$ cat src/shared/sscg_pkg.sv
// Package: shared constants and carrier types for the supply supervisor block.
// Assumes a 100 MHz system clock.
package sscg_pkg;

    // ==========================================================
    // Timing
    // ==========================================================
    localparam int unsigned CLK_MHZ          = 100;
    localparam int unsigned HOLD_TIME_MS     = 150;
    localparam int unsigned CE_GRACE_US      = 12;
    localparam int unsigned KICK_TIMEOUT_MS  = 1600;
    localparam int unsigned DEBOUNCE_US      = 10000;
    localparam int unsigned HOLD_CYCLES      = HOLD_TIME_MS * 1000 * CLK_MHZ;
    localparam int unsigned CE_GRACE_CYCLES  = CE_GRACE_US * CLK_MHZ;
    localparam int unsigned KICK_CYCLES      = KICK_TIMEOUT_MS * 1000 * CLK_MHZ;
    localparam int unsigned DEBOUNCE_CYCLES  = DEBOUNCE_US * CLK_MHZ;
    localparam int          CNT_W            = 32;

    // ==========================================================
    // Counter constants
    // ==========================================================
    localparam logic [CNT_W-1:0] CNT_ZERO    = 32'h0000_0000;
    localparam logic [CNT_W-1:0] CNT_ONE     = 32'h0000_0001;

    // ==========================================================
    // Carrier types
    // ==========================================================
    typedef struct packed {
        logic supply_below_trip;
        logic supply_below_cell;
        logic aux_below_ref;
        logic manual_reset_n;
        logic kick_input;
        logic chip_enable_n;
    } sscg_inputs_t;

    typedef enum logic [1:0] {
        CE_PASS,
        CE_GRACE,
        CE_BLOCK
    } sscg_ce_state_t;

endpackage

$ cat src/core/sscg_supervisor.sv
// File: supply supervisor with reset generation, chip-enable gating, backup control.
// Assumes analogue comparators deliver synchronous flags; single 100 MHz clock.
//
// Behaviour
// - Main supply feeds switched output unless below trip and below backup cell.
// - Backup mode only when below-trip and below-cell flags are both true.
// - Outside reset, chip-enable input passes straight to gated output.
// - Chip-enable high at reset start keeps gated output high all event.
// - Chip-enable low at reset start holds output low 12us, then high.
// - The 12us low hold ends early if chip-enable input goes high.
// - Decoupled gated output is driven inactive high.
// - Backup mode: reset held, indicator high, gate high, other inputs ignored.
// - No start-up from backup cell alone; main supply must come up first.
// - Manual reset low asserts reset, held 150ms after release.
// - Manual reset input debounced so one bouncing press gives one event.
// - Each kick edge or pulse restarts the watchdog timer.
// - Kick static past timeout emits reset pulse of hold length.
// - Watchdog timer cleared on any reset and on each kick edge.
// - Static kick repeats reset pulse one timeout period after each pulse ends.
// - Backup indicator driven high while in backup mode.
// - Auxiliary below-reference flag asserts reset.
// - Reset held at least the hold time after auxiliary flag clears.
// - Supply below trip asserts reset, held 150ms after recovery.
// - Reset output polarity is a build-time option.
`timescale 1ns/1ns
module sscg_supervisor
    import sscg_pkg::*;
#(
    parameter int unsigned KICK_TIMEOUT = KICK_CYCLES,
    parameter int unsigned HOLD         = HOLD_CYCLES,
    parameter int unsigned DEBOUNCE     = DEBOUNCE_CYCLES,
    parameter bit          RESET_ACTIVE_HIGH = 1'b0
)
(
    input  wire logic         i_sys_clk,
    input  wire logic         i_rst,
    input  wire logic         i_clk_en,
    input  wire sscg_inputs_t i_in,
    output logic              o_reset,
    output logic              o_chip_enable_n,
    output logic              o_backup_active_flag,
    output logic              o_switch_to_cell
);

    logic             backup_mode;
    logic             powered_reg;
    logic             mr_stable_reg;
    logic             mr_sample_reg;
    logic [CNT_W-1:0] db_cnt_reg;
    logic             kick_prev_reg;
    logic [CNT_W-1:0] wd_cnt_reg;
    logic             wd_fire_reg;
    logic             supply_src;
    logic             mr_src;
    logic             aux_src;
    logic             supply_hold;
    logic             mr_hold;
    logic             aux_hold;
    logic             wd_hold;
    logic             reset_any;
    logic             reset_prev_reg;
    sscg_ce_state_t   ce_state_reg;
    sscg_ce_state_t   ce_state_next;
    logic [CNT_W-1:0] ce_cnt_reg;
    logic             ce_out_reg;
    logic             kick_edge;
    logic             grace_done;
    logic             ce_out_next;

    // ==========================================================
    // Power state and backup mode
    // ==========================================================
    always_ff @(posedge i_sys_clk or posedge i_rst)
    begin
        if (i_rst)
            powered_reg <= 1'b0;
        else if (i_clk_en && !i_in.supply_below_trip)
            powered_reg <= 1'b1;
    end

    // Backup needs both flags, and a prior main-supply start
    assign backup_mode = powered_reg && i_in.supply_below_trip
                         && i_in.supply_below_cell;
    assign o_switch_to_cell = backup_mode;

    always_ff @(posedge i_sys_clk or posedge i_rst)
    begin
        if (i_rst)
            o_backup_active_flag <= 1'b0;
        else if (i_clk_en)
            o_backup_active_flag <= backup_mode;
    end

    // ==========================================================
    // Manual reset debounce
    // ==========================================================
    always_ff @(posedge i_sys_clk or posedge i_rst)
    begin
        if (i_rst)
        begin
            mr_sample_reg <= 1'b1;
            mr_stable_reg <= 1'b1;
            db_cnt_reg    <= CNT_ZERO;
        end
        else if (i_clk_en && !backup_mode)
        begin
            mr_sample_reg <= i_in.manual_reset_n;
            if (mr_sample_reg != mr_stable_reg)
            begin
                if (db_cnt_reg >= CNT_W'(DEBOUNCE))
                begin
                    mr_stable_reg <= mr_sample_reg;
                    db_cnt_reg    <= CNT_ZERO;
                end
                else
                    db_cnt_reg <= db_cnt_reg + CNT_ONE;
            end
            else
                db_cnt_reg <= CNT_ZERO;
        end
    end

    // ==========================================================
    // Watchdog
    // ==========================================================
    assign kick_edge = (i_in.kick_input != kick_prev_reg);

    always_ff @(posedge i_sys_clk or posedge i_rst)
    begin
        if (i_rst)
        begin
            kick_prev_reg <= 1'b0;
            wd_cnt_reg    <= CNT_ZERO;
            wd_fire_reg   <= 1'b0;
        end
        else if (i_clk_en)
        begin
            kick_prev_reg <= i_in.kick_input;
            wd_fire_reg   <= 1'b0;
            if (reset_any || backup_mode)
                wd_cnt_reg <= CNT_ZERO;
            else if (kick_edge)
                wd_cnt_reg <= CNT_ZERO;
            else if (wd_cnt_reg >= CNT_W'(KICK_TIMEOUT) - CNT_ONE)
            begin
                wd_cnt_reg  <= CNT_ZERO;
                wd_fire_reg <= 1'b1;
            end
            else
                wd_cnt_reg <= wd_cnt_reg + CNT_ONE;
        end
    end

    // ==========================================================
    // Reset sources and hold timers
    // ==========================================================
    assign supply_src = i_in.supply_below_trip || !powered_reg;
    assign mr_src     = !mr_stable_reg && !backup_mode;
    assign aux_src    = i_in.aux_below_ref && !backup_mode;

    sscg_hold_timer #(.HOLD(HOLD)) u_hold_supply
    (
        .i_sys_clk (i_sys_clk),
        .i_rst     (i_rst),
        .i_ce      (i_clk_en),
        .i_src     (supply_src),
        .o_active  (supply_hold)
    );

    sscg_hold_timer #(.HOLD(HOLD)) u_hold_manual
    (
        .i_sys_clk (i_sys_clk),
        .i_rst     (i_rst),
        .i_ce      (i_clk_en),
        .i_src     (mr_src),
        .o_active  (mr_hold)
    );

    sscg_hold_timer #(.HOLD(HOLD)) u_hold_aux
    (
        .i_sys_clk (i_sys_clk),
        .i_rst     (i_rst),
        .i_ce      (i_clk_en),
        .i_src     (aux_src),
        .o_active  (aux_hold)
    );

    sscg_hold_timer #(.HOLD(HOLD)) u_hold_wd
    (
        .i_sys_clk (i_sys_clk),
        .i_rst     (i_rst),
        .i_ce      (i_clk_en),
        .i_src     (wd_fire_reg),
        .o_active  (wd_hold)
    );

    assign reset_any = supply_hold || mr_hold || aux_hold || wd_hold
                       || backup_mode;

    always_ff @(posedge i_sys_clk or posedge i_rst)
    begin
        if (i_rst)
            o_reset <= RESET_ACTIVE_HIGH;
        else if (i_clk_en)
            o_reset <= RESET_ACTIVE_HIGH ? reset_any : !reset_any;
    end

    // ==========================================================
    // Chip-enable gating
    // ==========================================================
    // Grace interval used up
    assign grace_done = (ce_cnt_reg >= CNT_W'(CE_GRACE_CYCLES) - CNT_ONE);

    always_comb
    begin
        ce_state_next = ce_state_reg;
        case (ce_state_reg)
            CE_PASS:
            begin
                if (reset_any)
                begin
                    if (i_in.chip_enable_n || backup_mode)
                        ce_state_next = CE_BLOCK;
                    else
                        ce_state_next = CE_GRACE;
                end
            end
            CE_GRACE:
            begin
                if (!reset_any)
                    ce_state_next = CE_PASS;
                else if (backup_mode || i_in.chip_enable_n || grace_done)
                    ce_state_next = CE_BLOCK;
            end
            CE_BLOCK:
            begin
                if (!reset_any)
                    ce_state_next = CE_PASS;
            end
            default:
            begin
                ce_state_next = CE_BLOCK;
            end
        endcase
    end

    always_ff @(posedge i_sys_clk or posedge i_rst)
    begin
        if (i_rst)
            ce_state_reg <= CE_BLOCK;
        else if (i_clk_en)
            ce_state_reg <= ce_state_next;
    end

    always_ff @(posedge i_sys_clk or posedge i_rst)
    begin
        if (i_rst)
            ce_cnt_reg <= CNT_ZERO;
        else if (i_clk_en)
        begin
            if (ce_state_next == CE_GRACE && ce_state_reg == CE_GRACE)
                ce_cnt_reg <= ce_cnt_reg + CNT_ONE;
            else
                ce_cnt_reg <= CNT_ZERO;
        end
    end

    always_ff @(posedge i_sys_clk or posedge i_rst)
    begin
        if (i_rst)
            ce_out_reg <= 1'b1;
        else if (i_clk_en)
            ce_out_reg <= ce_out_next;
    end

    // Gated output level for the coming cycle
    always_comb
    begin
        ce_out_next = 1'b1;
        case (ce_state_next)
            CE_PASS:
            begin
                ce_out_next = i_in.chip_enable_n;
            end
            CE_GRACE:
            begin
                ce_out_next = 1'b0;
            end
            CE_BLOCK:
            begin
                ce_out_next = 1'b1;
            end
            default:
            begin
                ce_out_next = 1'b1;
            end
        endcase
    end

    assign o_chip_enable_n = ce_out_reg;

endmodule

$ cat src/core/sscg_hold_timer.sv
// File: one reset source with its own restartable hold interval.
// Assumes a synchronous source level and the shared system clock.
`timescale 1ns/1ns
module sscg_hold_timer
    import sscg_pkg::*;
#(
    parameter int unsigned HOLD = HOLD_CYCLES
)
(
    input  wire logic i_sys_clk,
    input  wire logic i_rst,
    input  wire logic i_ce,
    input  wire logic i_src,
    output logic      o_active
);

    logic [CNT_W-1:0] cnt_reg;

    // ==========================================================
    // Hold counter, reloaded while source stands
    // ==========================================================
    always_ff @(posedge i_sys_clk or posedge i_rst)
    begin
        if (i_rst)
            cnt_reg <= CNT_ZERO;
        else if (i_ce)
        begin
            if (i_src)
                cnt_reg <= CNT_W'(HOLD);
            else if (cnt_reg != CNT_ZERO)
                cnt_reg <= cnt_reg - CNT_ONE;
        end
    end

    assign o_active = i_src || (cnt_reg != CNT_ZERO);

endmodule

$ cat config.mk
export PLATFORM = sky130hd
export DESIGN_NAME = sscg_supervisor
export DESIGN_NICKNAME = d
export VERILOG_FILES = /design/src/shared/sscg_pkg.sv /design/src/core/sscg_supervisor.sv /design/src/core/sscg_hold_timer.sv
export SDC_FILE = /design/constraint.sdc
export NUM_CORES = 1
export LEC_CHECK = 0
export ABC_AREA = 1
export ABC_CLOCK_PERIOD_IN_PS = 7950
export BUFFER_PORTS_ARGS = -buffer_cell sky130_fd_sc_hd__buf_2
export CORE_ASPECT_RATIO = 0.5
export CORE_MARGIN = 5
export CORE_UTILIZATION = 35
export CTS_CLUSTER_DIAMETER = 200
export DETAILED_ROUTE_END_ITERATION = 10
export SETUP_SLACK_MARGIN = 0.02
export SYNTH_ARGS = -nofsm -noshare
export SYNTH_HDL_FRONTEND = slang
export SYNTH_SLANG_ARGS = --single-unit
export TNS_END_PERCENT = 30
$ cat constraint.sdc
create_clock -name i_sys_clk -period 7.95 [get_ports i_sys_clk]
set_input_delay 0.795 -clock i_sys_clk [delete_from_list [all_inputs] [get_ports i_sys_clk]]
set_output_delay 0.795 -clock i_sys_clk [all_outputs]
set_load 0.005 [all_outputs]
==> out/metrics.cfg <==
[cells_and_area]
post-route-util_pct=39.3
final_layout_size_suffix_gt1_share_pct=7.02
fill_cells=4033
final_cell_mix=421 x nand2_1, 338 x nor2_1, 230 x dfrtp_1
layout_commonest_cell=nand2_1
fin_nets=1913
areaGrowthSynthToFinish_pct=10.6
diodes=0

[critical_path]
end_kind=flop
crit_slowest_cell=inv_1
reg2regPathDepth=12
worstSetupPathDepth=8
critPathKind=input port to flop
cp.arrival_ns=3.29
path_buf_inv=3
crit_chain=buf_2, buf_4, nand2_2, inv_1, nand2_1, nor2_1, xor2_1, nor2_1
cp_max_fo=58
crit_family=buffers and inverters
cp-start-kind=input port
cp.required_ns=8.35
max_stage_delay_ns=0.59
cpMostUsedCell=nor2_1

[min_path]
hold_path.class=input port to async pin

[yosys]
synth_top_area_share_pct=41.6
synthCells=1889
avgSynthCellArea_um2=7.33
netlist_area_mm2=0.0138
synth.distinct_cells=43
synth_area_leaders=dfrtp_1 42%, nand2_1 11%, nor2_1 9.2%
syn-num-nets=1910
synth_top_area_cell=dfrtp_1
synth_seq_cells=234
seq_area_frac_synth_pct=42.3
ys_warn_count=0

[floorplan]
start_util_pct=35.5
die_area_mm2=0.0439
die_w_um=291
rows=51
coreArea_mm2=0.0390
io_pins=13
dieHeight_um=151

[sta]
fin_skew_ns=0.0141
fmax_mhz=346
setup_tns_ns=0
period_share_pct=36.3
setup_violations=0
worstMarginPinSlew_ns=1.05
slew_viol_final=0
final_hold_viol_count=0
rsz0062_at_grt=false
maxSlewHeadroom_pct=30.2
hold_ws_ns=0.357
layout_min_cycle_time_ns=2.89

[clock_tree]
cts.sinks=234
cts_tree=done
clk_latency_ns=0.53
clk_pin_slew_worst_paths_ns=0.07
cts_setup_buffers=0
cts_made_buffers=25
h-tree-depth=1
cts_resized=0
cts_hold_buffers=0
cts.root.buffer_cell=clkbuf_16
clock_path_buffers=3

[grt]
grt_max_degree=104
grt-ovfl-total=0
grt_usage_pct=14.7
grt_pass1_vias=11205
grt_pass1_wl_um=55300
antenna_found_initial=0

[detailed_routing]
viasPerCell=4.83
drc=0
final_antenna_net_count=0
wl_per_cell_um=13.3
drt_iter0_markers=820
num_vias=11782
drt_first_pass_iters=5
postRouteWirelength_um=32400

[power]
leakage_nw=7.00
power.density_mw_per_mm2=209
ir_drop_mv=0.132

[placement]
place.gp.congestion=0.884
portBuffers=12
dp_hpwl_um=22900

[flow_run]
maxCapViolations=0

[status]
status=completed

area by class of cell:
class                           count  area (um2)  area share [%]
Multi-Input combinational cell   1379        6880            44.9
Sequential cell                   234        5860            38.3
Inverter                          232         883            5.77
Clock buffer                       30         684            4.47
Tap cell                          530         663            4.33
Clock inverter                     15         218            1.42
Timing Repair Buffer               20         120           0.785
layer usage:
layer | up-vias | global-route usage (%) | share of wire (%)
met3 | 58 | 1.96 | 3.5
li1 | 6036 | - | -
met5 | - | 0 | 0
met4 | 0 | 3.42 | 2.3
met2 | 189 | 24.4 | 44
met1 | 5499 | 20.7 | 50
worst register-to-register path, delay by kind of cell, from the launching register on:
kind	cells	cell delay, ns
XOR/XNOR	1	0.17
buffers and inverters	2	0.72
flip-flops	1	0.63
AND/OR/NAND/NOR	9	1.10
cells in the mapped netlist:
cell type and instances:
buf_1 6, nor2_1 338, mux2i_1 1, nor3_2 1
inv_2 4, or2_2 1, a21boi_0 1, a31oi_1 3
nor2_4 11, o21ai_1 13, ha_1 12, nand3_2 1
nand4_2 1, o31ai_1 34, nand2_2 14, nand2_1 421
clkbuf_1 15, inv_4 2, a21oi_1 51, xnor2_1 15
o22ai_1 12, nand2_4 13, nand3_1 134, nand4_4 1
dfstp_2 4, buf_6 2, o21ai_0 93, nor4_1 3
nor3_1 44, buf_4 4, and2_1 2, nor2_2 13
nand3_4 2, buf_2 16, o21bai_1 1, nand3b_1 6
buf_12 1, clkinv_1 1, dfrtp_1 230, and2_4 1
inv_1 225, nand4_1 46, xor2_1 90
logic make-up (layout without fill, tap and decap cells):
| family | count (synthesis) | count (layout) | share of synthesized area [%] |
|---|---|---|---|
| xor+xnor | 105 | 105 | 6.64 |
| flops | 234 | 234 | 42.3 |
| compound gates | 208 | 208 | 8.31 |
| buf+inv | 276 | 297 | 8.00 |
| mux | 1 | 1 | 0.0723 |
| simple gates | 1053 | 1053 | 33.6 |
| fa+ha+maj | 12 | 12 | 1.08 |
power breakdown:
part	leakage [nW]	internal, mW	total [mW]	switching (mW)
sequential	3.05	1.29	1.38	0.0909
combinational	3.50	0.154	0.532	0.379
clock	0.445	0.779	1.29	0.506
total	7.00	2.22	3.20	0.976
path summary, 6_finish.rpt:
kind	startpoint	end	slack (ns)
max	i_clk_en	u_hold_wd.cnt_reg[12]	5.06
min	i_rst	u_hold_aux.cnt_reg[27]	0.36
max reg2reg	wd_fire_reg	u_hold_wd.cnt_reg[12]	5.22
min reg2reg	ce_cnt_reg[12]	ce_cnt_reg[12]	0.48
max in group asynchronous	i_rst	u_hold_manual.cnt_reg[6]	6.08
min in group i_sys_clk	ce_cnt_reg[12]	ce_cnt_reg[12]	0.48
per-stage QoR:
stage,instance area (um2),setup slack (ns),power (mW),cells
3_3_place_gp,14400,4.61,1.93,2395
3_5_place_dp,14400,4.52,1.93,2395
4_1_cts,15300,5.07,3.24,2440
6_report,15300,5.06,3.20,2440
2_1_floorplan,13800,0.744,1.79,1889
5_1_grt,15300,4.76,3.38,2440
Note: power is estimated with default switching activity, not from simulation.
